$ cat config.mk
export PLATFORM = sky130hd
export DESIGN_NAME = variable_vector_table_lookup
export DESIGN_NICKNAME = d
export VERILOG_FILES = /design/src/core/vvt_pkg.sv /design/src/core/vector_source_map.sv /design/src/core/byte_assembler.sv /design/src/core/variable_vector_table_lookup.sv
export VERILOG_INCLUDE_DIRS = /design/src /design/src/core
export SDC_FILE = /design/constraint.sdc
export NUM_CORES = 1
export LEC_CHECK = 0
export ABC_AREA = 0
export BUFFER_PORTS_ARGS = -buffer_cell sky130_fd_sc_hd__clkbuf_2
export CORE_MARGIN = 1
export CORE_UTILIZATION = 50
export CTS_BUF_LIST = sky130_fd_sc_hd__clkbuf_4 sky130_fd_sc_hd__clkbuf_8
export CTS_CLUSTER_DIAMETER = 100
export CTS_CLUSTER_SIZE = 40
export DETAILED_ROUTE_END_ITERATION = 8
export PLACE_DENSITY = 0.85
export RECOVER_POWER = 50
export SETUP_SLACK_MARGIN = 0.15
export SYNTH_ARGS = -nofsm -noshare
export SYNTH_HDL_FRONTEND = slang
export SYNTH_SLANG_ARGS = --single-unit
$ cat constraint.sdc
create_clock -name core_clk -period 5.7 [get_ports core_clk]
set_clock_uncertainty 0.05 [all_clocks]
set_input_delay 0.285 -clock core_clk [delete_from_list [all_inputs] [get_ports core_clk]]
set_output_delay 0.285 -clock core_clk [all_outputs]
set_load 0.01 [all_outputs]
$ cat src/core/vvt_defines.svh
// Constants for the variable vector table lookup
// Contract
// - The 256 bytes from the vector base register form the relocatable table.
// - Each entry is four consecutive bytes, routine address, low to high.
// - Every entry offset is added to the vector base register.
// - Number 0, breakpoint instruction, offsets +0..+3, never masked.
// - DMA channels 0..3 map to numbers 8..11, channel 0 at +32.
// - Timer A channels 0..4 map to numbers 12..16 from +48.
// - Serial 0 transmit/receive are 17/18; serial 1 are 19/20.
// - Timer B channels 0..4 map to numbers 21..25 from +84.
// - External pins descend: highest pin 5 is 26, lowest pin 0 is 31.
// - Timer B channel 5 maps to number 32, offsets +128..+131.
// - Serial 2..4 each take transmit/NACK then receive/ACK, numbers 33..38.
// - Serial 2..4 collision/start-stop map to 39..41; 3 and 4 add fault.
// - Conversion done maps to 42, key input to 43.
// - Numbers 44..63 are software only, offsets +176..+255, never masked.
// - In I2C mode transmit/receive serve NACK/ACK, collision serves start/stop.
// - Serial 3/4 collision vector serves fault error when slave select chosen outside I2C mode.
// - Maskable peripheral requests blocked while the enable flag is zero.
`ifndef VVT_DEFINES_SVH
`define VVT_DEFINES_SVH

`define VVT_NUM_W         6
`define VVT_CH_W          3
`define VVT_SERIAL_CH_N   5
`define VVT_WORD_W        32
`define VVT_BYTE_W        8
`define VVT_CNT_W         2
`define VVT_ENTRY_SHIFT   2
`define VVT_TABLE_BYTES   9'h100
`define VVT_LAST_BYTE     2'h3
`define VVT_BASE_RST_BIT  1'b0

`define VVT_NUM_BRK       6'h00
`define VVT_NUM_DMA0      6'h08
`define VVT_NUM_TA0       6'h0C
`define VVT_NUM_UART0_TX  6'h11
`define VVT_NUM_UART1_TX  6'h13
`define VVT_NUM_TB0       6'h15
`define VVT_NUM_PIN0      6'h1F
`define VVT_NUM_TB5       6'h20
`define VVT_NUM_UART2_TX  6'h21
`define VVT_NUM_COLL2     6'h27
`define VVT_NUM_ADC       6'h2A
`define VVT_NUM_KEY       6'h2B
`define VVT_NUM_SOFT0     6'h2C

`define VVT_CH_DMA_N      3'h4
`define VVT_CH_TA_N       3'h5
`define VVT_CH_TB5        3'h5
`define VVT_CH_PIN_N      3'h6
`define VVT_CH_UART1      3'h1
`define VVT_CH_UART2      3'h2
`define VVT_CH_FAULT0     3'h3
`define VVT_CH_SERIAL_N   3'h5

`endif

$ cat src/core/vvt_pkg.sv
// Types shared by the variable vector table lookup
`include "vvt_defines.svh"
package vvt_pkg;

    typedef enum logic [3:0] {
        SRC_BRK        = 4'h0,
        SRC_DMA        = 4'h1,
        SRC_TIMER_A    = 4'h2,
        SRC_UART_TX    = 4'h3,
        SRC_UART_RX    = 4'h4,
        SRC_TIMER_B    = 4'h5,
        SRC_EXT_PIN    = 4'h6,
        SRC_BUS_COLL   = 4'h7,
        SRC_START_STOP = 4'h8,
        SRC_FAULT      = 4'h9,
        SRC_NACK       = 4'hA,
        SRC_ACK        = 4'hB,
        SRC_ADC        = 4'hC,
        SRC_KEY        = 4'hD,
        SRC_SOFT       = 4'hE
    } src_kind_t;

    typedef struct packed {
        src_kind_t                kind;
        logic [`VVT_CH_W-1:0]     channel;
        logic [`VVT_NUM_W-1:0]    soft_num;
    } irq_req_t;

    typedef struct packed {
        logic [`VVT_SERIAL_CH_N-1:0] i2c_mode;
        logic [`VVT_SERIAL_CH_N-1:0] ss_select;
    } serial_mode_t;

    typedef struct packed {
        logic                     valid;
        logic                     maskable;
        logic [`VVT_NUM_W-1:0]    number;
    } vec_sel_t;

    typedef enum logic [1:0] {
        ST_IDLE  = 2'b00,
        ST_FETCH = 2'b01,
        ST_DONE  = 2'b10
    } fetch_state_t;

endpackage

$ cat src/core/vector_source_map.sv
// Maps an interrupt source and serial mode to its vector number
`timescale 1ns/1ps
`include "vvt_defines.svh"
module vector_source_map
    import vvt_pkg::*;
(
    input  wire irq_req_t     req,
    input  wire serial_mode_t mode,
    output vec_sel_t          sel
);

    logic [`VVT_CH_W-1:0]  ch;
    logic [`VVT_CH_W-1:0]  ch_m2;
    logic                  hi_serial;
    logic                  i2c;
    logic                  ss;

    assign ch        = req.channel;
    assign ch_m2     = ch - `VVT_CH_UART2;
    assign hi_serial = (ch >= `VVT_CH_UART2) && (ch < `VVT_CH_SERIAL_N);
    assign i2c       = hi_serial && mode.i2c_mode[ch];
    assign ss        = hi_serial && (ch >= `VVT_CH_FAULT0) && mode.ss_select[ch];

    always_comb
    begin
        sel          = '0;
        sel.maskable = 1'b1;
        unique case (req.kind)
            SRC_BRK:
            begin
                sel.valid    = 1'b1;
                sel.maskable = 1'b0;
                sel.number   = `VVT_NUM_BRK;
            end
            SRC_DMA:
            begin
                sel.valid  = ch < `VVT_CH_DMA_N;
                sel.number = `VVT_NUM_DMA0 + {3'h0, ch};
            end
            SRC_TIMER_A:
            begin
                sel.valid  = ch < `VVT_CH_TA_N;
                sel.number = `VVT_NUM_TA0 + {3'h0, ch};
            end
            SRC_UART_TX, SRC_NACK, SRC_UART_RX, SRC_ACK:
            begin
                if (ch < `VVT_CH_UART2)
                begin
                    sel.valid  = (req.kind == SRC_UART_TX) || (req.kind == SRC_UART_RX);
                    sel.number = (ch == `VVT_CH_UART1) ? `VVT_NUM_UART1_TX
                                                       : `VVT_NUM_UART0_TX;
                end
                else
                begin
                    sel.valid  = hi_serial &&
                                 (((req.kind == SRC_NACK) || (req.kind == SRC_ACK)) == i2c);
                    sel.number = `VVT_NUM_UART2_TX + {2'h0, ch_m2, 1'b0};
                end
                if ((req.kind == SRC_UART_RX) || (req.kind == SRC_ACK))
                    sel.number = sel.number + 6'h01;
            end
            SRC_TIMER_B:
            begin
                sel.valid  = ch <= `VVT_CH_TB5;
                sel.number = (ch == `VVT_CH_TB5) ? `VVT_NUM_TB5
                                                 : `VVT_NUM_TB0 + {3'h0, ch};
            end
            SRC_EXT_PIN:
            begin
                sel.valid  = ch < `VVT_CH_PIN_N;
                sel.number = `VVT_NUM_PIN0 - {3'h0, ch};
            end
            SRC_BUS_COLL, SRC_START_STOP, SRC_FAULT:
            begin
                if (req.kind == SRC_START_STOP)
                    sel.valid = i2c;
                else if (req.kind == SRC_FAULT)
                    sel.valid = ss && !i2c;
                else
                    sel.valid = hi_serial && !i2c && !ss;
                sel.number = `VVT_NUM_COLL2 + {3'h0, ch_m2};
            end
            SRC_ADC:
            begin
                sel.valid  = 1'b1;
                sel.number = `VVT_NUM_ADC;
            end
            SRC_KEY:
            begin
                sel.valid  = 1'b1;
                sel.number = `VVT_NUM_KEY;
            end
            SRC_SOFT:
            begin
                sel.valid    = 1'b1;
                sel.maskable = 1'b0;
                sel.number   = req.soft_num;
            end
            default:
            begin
                sel.valid = 1'b0;
            end
        endcase
    end

endmodule // vector_source_map

$ cat src/core/byte_assembler.sv
// Gathers entry bytes, lowest address first, into one word
`timescale 1ns/1ps
`include "vvt_defines.svh"
module byte_assembler #(
    parameter int BYTE_W = `VVT_BYTE_W,
    parameter int WORD_W = `VVT_WORD_W
) (
    input  wire logic              core_clk,
    input  wire logic              reset_n,
    input  wire logic              clk_en,
    input  wire logic              load,
    input  wire logic [BYTE_W-1:0] byte_in,
    output logic      [WORD_W-1:0] word_q
);

    always_ff @(posedge core_clk)
    begin
        if (!reset_n)
            word_q <= '0;
        else if (clk_en && load)
            word_q <= {byte_in, word_q[WORD_W-1:BYTE_W]};
    end

endmodule // byte_assembler

$ cat src/core/variable_vector_table_lookup.sv
// Variable vector table lookup: number select, base add, entry fetch
`timescale 1ns/1ps
`include "vvt_defines.svh"
module variable_vector_table_lookup
    import vvt_pkg::*;
#(
    parameter int ADDR_W = 24
) (
    input  wire logic                   core_clk,
    input  wire logic                   reset_n,
    input  wire logic                   clk_en,
    input  wire logic                   base_wr_en,
    input  wire logic [ADDR_W-1:0]      base_wr_data,
    input  wire logic                   i_flag,
    input  wire serial_mode_t           serial_mode,
    input  wire logic                   req_valid,
    input  wire irq_req_t               req,
    input  wire logic                   fetch_ack,
    input  wire logic [`VVT_BYTE_W-1:0] fetch_data,
    output logic [ADDR_W-1:0]           vector_base_register,
    output logic                        req_ready_q,
    output logic                        req_reject_q,
    output logic                        fetch_req_q,
    output logic [ADDR_W-1:0]           fetch_addr_q,
    output logic                        vector_valid_q,
    output logic [`VVT_WORD_W-1:0]      vector_addr_q,
    output logic [`VVT_NUM_W-1:0]       vector_number_q
);

    // ==========================================================
    // Declarations
    fetch_state_t              state_q;
    logic [`VVT_CNT_W-1:0]     byte_cnt_q;
    logic [`VVT_NUM_W-1:0]     number_q;
    logic [ADDR_W-1:0]         start_base_q;
    logic [`VVT_WORD_W-1:0]    asm_word;
    vec_sel_t                  sel;
    logic                      accept;
    logic                      take;
    logic                      byte_done;
    logic                      last_byte;
    logic [ADDR_W-1:0]         entry_offset;

    // ==========================================================
    // Source to number
    vector_source_map u_map (
        .req  (req),
        .mode (serial_mode),
        .sel  (sel)
    );

    assign accept = clk_en && req_valid && req_ready_q;
    assign take = accept && sel.valid && (!sel.maskable || i_flag);
    assign byte_done = clk_en && (state_q == ST_FETCH) && fetch_req_q && fetch_ack;
    assign last_byte = byte_cnt_q == `VVT_LAST_BYTE;
    assign entry_offset = ADDR_W'({sel.number, {`VVT_ENTRY_SHIFT{1'b0}}});

    // ==========================================================
    // Base register
    // software relocates the table
    always_ff @(posedge core_clk)
    begin
        if (!reset_n)
            vector_base_register <= {ADDR_W{`VVT_BASE_RST_BIT}};
        else if (clk_en && base_wr_en)
            vector_base_register <= base_wr_data;
    end

    // ==========================================================
    // Fetch sequence
    always_ff @(posedge core_clk)
    begin
        if (!reset_n)
        begin
            state_q     <= ST_IDLE;
            req_ready_q <= 1'b0;
        end
        else if (clk_en)
        begin
            unique case (state_q)
                ST_IDLE:
                begin
                    req_ready_q <= !take;
                    if (take)
                        state_q <= ST_FETCH;
                end
                ST_FETCH:
                begin
                    if (byte_done && last_byte)
                        state_q <= ST_DONE;
                end
                ST_DONE:
                begin
                    state_q     <= ST_IDLE;
                    req_ready_q <= 1'b1;
                end
                default:
                begin
                    state_q     <= ST_IDLE;
                    req_ready_q <= 1'b1;
                end
            endcase
        end
    end

    // ==========================================================
    // Fetch address and byte count
    // Odd base costs nothing here; only the core's bus cares
    always_ff @(posedge core_clk)
    begin
        if (!reset_n)
        begin
            fetch_req_q  <= 1'b0;
            fetch_addr_q <= '0;
            byte_cnt_q   <= '0;
            number_q     <= '0;
            start_base_q <= '0;
        end
        else if (clk_en)
        begin
            if (take)
            begin
                fetch_addr_q <= vector_base_register + entry_offset;
                start_base_q <= vector_base_register;
                number_q     <= sel.number;
                byte_cnt_q   <= '0;
                fetch_req_q  <= 1'b1;
            end
            else if (byte_done)
            begin
                byte_cnt_q <= byte_cnt_q + 1'b1;
                if (last_byte)
                    fetch_req_q <= 1'b0;
                else
                    fetch_addr_q <= fetch_addr_q + 1'b1;
            end
        end
    end

    // Bytes shift in as each one is acknowledged
    byte_assembler u_asm (
        .core_clk (core_clk),
        .reset_n  (reset_n),
        .clk_en   (clk_en),
        .load     (byte_done),
        .byte_in  (fetch_data),
        .word_q   (asm_word)
    );

    // ==========================================================
    // Results to the core
    always_ff @(posedge core_clk)
    begin
        if (!reset_n)
        begin
            vector_valid_q  <= 1'b0;
            vector_addr_q   <= '0;
            vector_number_q <= '0;
            req_reject_q    <= 1'b0;
        end
        else if (clk_en)
        begin
            req_reject_q   <= accept && !take;
            vector_valid_q <= state_q == ST_DONE;
            if (state_q == ST_DONE)
            begin
                vector_addr_q   <= asm_word;
                vector_number_q <= number_q;
            end
        end
    end
endmodule // variable_vector_table_lookup

* Word-level counts from Yosys, hierarchy flattened
Index checks and enable logic that the tools add are counted.
** Cells by class
- $add $sub $neg :: 11
- Order comparisons :: 8
- Equal/unequal tests :: 23
- Multiplexer cells :: 26
- Bitwise operators :: 1
- Reductions and logical operators :: 41
** Operators with widths (count)
- 24-bit two-way mux :: 3
- 6-bit case mux with 9 select lines :: 1
- 4-bit equality test, second input constant :: 7
- 24-bit by 1-bit adder with 24-bit output, second input constant :: 1
- 24-bit by 8-bit adder with 24-bit output :: 1
- 6-bit two-way mux :: 4
- 1-bit logical AND :: 19
- 4-bit by 3-bit equality test with 1-bit output, second input constant :: 4
- 4-bit by 3-bit adder with 5-bit output, first input constant :: 2
- 2-bit two-way mux :: 5
- 3-bit < comparator, second input constant :: 3
- 3-bit AND reduction :: 3
- 4-bit by 2-bit equality test with 1-bit output, second input constant :: 2
- 1-bit two-way mux :: 8
- 2-bit AND reduction :: 4
- 4-bit OR reduction :: 2
- 1-bit case mux with 7 select lines :: 1
- 5-bit by 3-bit adder with 6-bit output, first input constant :: 1
- 6-bit by 1-bit adder with 6-bit output, second input constant :: 1
- 6-bit by 3-bit adder with 6-bit output, first input constant :: 1
- 6-bit by 4-bit adder with 6-bit output, first input constant :: 1
- 1-bit binary-select mux with 3-bit select :: 2
- 3-bit by 2-bit greater-or-equal comparator with 1-bit output, second input constant :: 2
- 5-bit by 3-bit subtractor with 6-bit output, first input constant :: 1
- other kinds (23) :: 31
** Word-level totals
- Register bits :: 132
- Input bits :: 62
- Output and inout port bits :: 90
- Word-level logic and storage cells :: 122

* Depth between registers and ports, before layout
- Depth in word-level cells :: 13
- Mapped depth :: 19
- Gate-level depth less buffers :: 18

* By module
A second synthesis with hierarchy kept.
** Unflattened totals
- Cell total of the unflattened synthesis :: 838
- Area, all modules :: 6821.5 um2
** Modules (own cells, without submodules)
- variable_vector_table_lookup :: instances 1, cells an instance 555, area each 4525.6 um2, sequential area each 2001.9 um2
- byte_assembler :: instances 1, cells an instance 115, area each 1178.6 um2, sequential area each 640.6 um2
- vector_source_map :: instances 1, cells an instance 168, area each 1117.3 um2, sequential area each 0.0 um2

* Worst setup path after synthesis
Ideal clock, no wire load.
- Path kind :: input to register
- Start point :: input req[7] (netlist name)
- End point :: register fetch_addr_q[15]
- Library setup time :: 0.124 ns
- Arrival time :: 3.681 ns
- Required time :: 5.526 ns
- Path slack :: 1.846 ns
- Stages on the path :: 18
- Path buffers :: 1
- Cells stage by stage :: buf_6 > inv_1 > ha_1 > o21ai_0 > ha_1 > mux2_2 > a22oi_1 > o21ai_0 > nand2_1 > nand3_1 > ha_1 > o21ai_0 > o21bai_1 > o31ai_1 > nor2_1 > and3_1 > xnor2_1 > a21oi_1
** RTL lines
- start, declared :: RTL line variable_vector_table_lookup.sv:17 : input wire irq_req_t req,
- end signal, assigned :: RTL line variable_vector_table_lookup.sv:123 : fetch_addr_q <= vector_base_register + entry_offset;
- end signal, assigned :: RTL line variable_vector_table_lookup.sv:135 : fetch_addr_q <= fetch_addr_q + 1'b1;
- end, declared :: RTL line variable_vector_table_lookup.sv:24 : output logic [ADDR_W-1:0] fetch_addr_q,

==> summary.md <==
| Metric | Value |
|---|---|
| Synthesis-to-layout area growth | `16.8%` |
| CP Class | `in2reg` |
| Mapped Area | `6910 um^2` |
| Power consumption | `1910 uW` |
| Critical Path Fanout Max | `14` |
| DR pass1 iterations | `8` |
| Vias | `6667` |
| Clock transition at the registers of the reported paths | `70 ps` |
| Post-DP HPWL | `12.7 mm` |
| Routability Congestion | `0.942` |
| Worst hold path type | `in2reg` |
| Seq. cell area | `2640 um^2` |
| Number of synthesized flops with an enable pin | `0` |
| Detail Route Antenna Nets | `0` |
| WP data arrival | `4490 ps` |
| Register area share after synthesis | `38.2%` |
| Crit path time final | `4190 ps` |
| Drc violations | `0` |
| Largest net degree at the start of global routing | `73` |
| Post-synth top flop | `dfxtp_1` |
| Routed len/inst | `15.7 um` |
| Vias per cell | `5.64` |
| Worst Tran Pin Value | `2180 ps` |
| TritonCTS clock tree | `built` |
| Drt total wl | `18.5 mm` |
| Leakage | `0.00300 uW` |
| Worst Setup End Kind | `register` |
| Cells after synthesis | `860` |
| CTS Buffer Depth | `2` |
| Met3 Wirelength | `1.33 mm` |
| PortBufs | `151` |
| Relative slew slack | `-45.3%` |
| Final setup viols | `0` |
| I/O pin count | `152` |
| Post-DP Area | `7660 um^2` |
| Final hold vios | `0` |
| RSZ-0062 raised after global routing | `no` |
| Maxcap violations | `1` |
| Setup TNS | `0 ps` |
| Die height | `120 um` |
| Worst hold start | `base_wr_data[23]` |
| TritonCTS buffer count | `17` |
| Max Fclk | `0.239 GHz` |
| Yosys reg bits | `132` |
| Hold EP | `vector_base_register[23]$_SDFFE_PN0P_` |
| CTS-repair resized insts | `0` |
| Top Metal Used | `met4` |
| WL met1 | `7.84 mm` |
| Worst R2R Start | `req_ready_q$_SDFFE_PN0P_` |
| Overall routing resource usage | `26.2%` |
| Die extent in x | `120 um` |
| Post-synth ARST share | `0%` |
| Fillcell total | `1249` |
| Netlist cell types | `71` |
| Commonest cells after routing, fill and taps aside | `231 x nand2_1, 132 x dfxtp_1, 91 x clkbuf_1, 84 x a21oi_1, 60 x clkbuf_2` |
| Final period util | `73.4%` |
| Layout cells sized above 1 | `12.4%` |
| Ys Warns | `0` |
| R2R depth | `6` |
| Final non-filler cell area | `8070 um^2` |
| Status | `complete, but fails checks` |
| Reg-to-Reg End | `fetch_addr_q[6]$_SDFFE_PN0P_` |
| Commonest non-fill, non-tap cell in the layout | `nand2_1` |
| Worst EP required | `6000 ps` |
| Worst vdd ir | `0.000199 V` |
| Initial antenna violation count | `0` |
| Power Dens Cells | `237 nW/um^2` |
| Vias in the first global route | `6117` |
| Worst-skew pair later-pin latency | `440 ps` |
| First-pass GRT wire length | `29.8 mm` |
| Starting Density | `51.8%` |
| CP Launch Type | `input port` |
| Initial DRC Count | `663` |
| Core Area | `13300 um^2` |
| Site Rows | `42` |
| Violated checks | `max-capacitance violations, max-slew violations` |
| Multi-input gate area | `3960 um^2` |
| WHS | `24.2 ps` |
| CTS root buf | `clkbuf_8` |
| Ant diodes | `0` |
| H-tree levels | `4` |
| Die area | `14300 um^2` |
| CTS Sinks | `132` |
| Synth Net Count | `943` |
| Min-Delay Path Depth | `3` |
| Final nets | `1076` |
| Post-Syn Area per Cell | `8.03 um^2` |
| Register-to-register setup slack | `2980 ps` |
| DR WL met2 | `9.08 mm` |
| Slew Limit Fails | `40` |
| Grt ovf | `0` |
-- synthesized netlist by cell type, types with 2 or more instances --
master	n	area [um^2]
o31ai_1	11	82.6
a31oi_1	5	31.3
a22oi_1	2	15.0
a21boi_0	36	270
buf_2	10	50.1
o21bai_1	4	30.0
a211oi_2	4	50.1
a211o_1	3	26.3
o21ai_0	22	110
a22o_1	2	17.5
nor2b_1	7	43.8
nor2_1	20	75.1
and3_1	11	68.8
o21a_1	3	22.5
o211ai_1	9	67.6
a21oi_1	84	420
a32oi_1	2	17.5
nand3b_1	3	22.5
o211a_1	7	70.1
nand3_1	26	130
nor4_4	2	42.5
nor3_1	16	80.1
nand2_1	231	867
nand4_1	15	93.8
nor4b_1	2	17.5
mux2_2	3	33.8
inv_1	7	26.3
ha_1	20	250
or3_1	2	12.5
xor2_1	12	105
a221oi_1	2	17.5
and2_1	4	25.0
and4_1	4	35.0
buf_1	9	33.8
buf_4	3	22.5
mux2i_1	5	50.1
buf_6	4	45.0
nand2b_1	7	43.8
a211oi_1	10	75.1
xnor2_1	33	289
a21o_1	4	30.0
dfxtp_1	132	2640
mux2_4	2	30.0
clkbuf_1	33	124
-- how the worst max path moves through the flow --
stage | startpoint | end | slack [ps] | depth (start not counted)
finish | req[7] | fetch_addr_q[12]$_SDFFE_PN0P_ | 1510 | 17
CTS | req[7] | fetch_addr_q[12]$_SDFFE_PN0P_ | 1580 | 17
detailed placement | req[7] | fetch_addr_q[12]$_SDFFE_PN0P_ | 1100 | 17
global route | req[7] | fetch_addr_q[12]$_SDFFE_PN0P_ | 1130 | 17
floorplan | req[7] | fetch_addr_q[15]$_SDFFE_PN0P_ | 1850 | 18
global placement | req[7] | fetch_addr_q[12]$_SDFFE_PN0P_ | 1240 | 17
-- flip-flops by register name, summed over array words and instances (netlist names) --
name                  flops
byte_cnt_q                2
fetch_addr_q             24
fetch_req_q               1
number_q                  6
req_ready_q               1
req_reject_q              1
state_q                   2
u_asm.word_q             32
vector_addr_q            32
vector_base_register     24
vector_number_q           6
vector_valid_q            1
-- cell families after synthesis --
family / count (synthesis) / synth area share [%]
fa+ha+maj: 21 / 3.91
simple gates: 363 / 24.4
flops: 132 / 38.2
buf+inv: 68 / 4.49
compound gates: 220 / 21.4
xor+xnor: 46 / 5.94
mux: 10 / 1.65
-- through the flow --
stage          std cells  utilization [%]  setup WS (ps)
6_report            1182             60.5           1510
5_1_grt             1182             60.5           1130
4_1_cts             1182             61.3           1580
3_5_place_dp        1135             57.4           1100
3_3_place_gp        1135             57.4           1240
2_1_floorplan        860                -           1850
-- per-layer routing --
metal  up-vias  GRT usage [%]
met5         -              0
met4         0           9.53
met3        27           5.37
met2       276           43.9
met1      3109           33.3
li1       3255              -
-- timing repair --
action,4_1_cts,5_1_grt
setup endpoints to repair,0,0
hold buffers,15,0
endpoints found under the hold margin,15,0
setup buffers,0,0
-- cell type report --
type	instances	share of cell area [%]
Clock buffer	18	2.99
Clock inverter	14	1.58
Inverter	9	0.434
Multi-Input combinational cell	660	49.1
Sequential cell	132	32.7
Tap cell	176	2.73
Timing Repair Buffer	173	10.5
-- critical path, cell delays in order --
cell and delay, ps:
clkbuf_2 280, inv_1 220, ha_1 330, o21ai_0 440, ha_1 340, mux2_2 260, a22oi_1 170, o21ai_0 90
nand2_1 80, nand3_1 120, ha_1 360, a211oi_1 400, o21bai_1 130, a21oi_1 380, and3b_1 240, xnor2_1 130
a211oi_1 210
-- where the power goes --
group          switching, uW  total, uW  internal, uW
combinational            128        218          89.8
sequential              18.6        955           936
clock                    389        742           353
(Power assumes the default switching activity.)
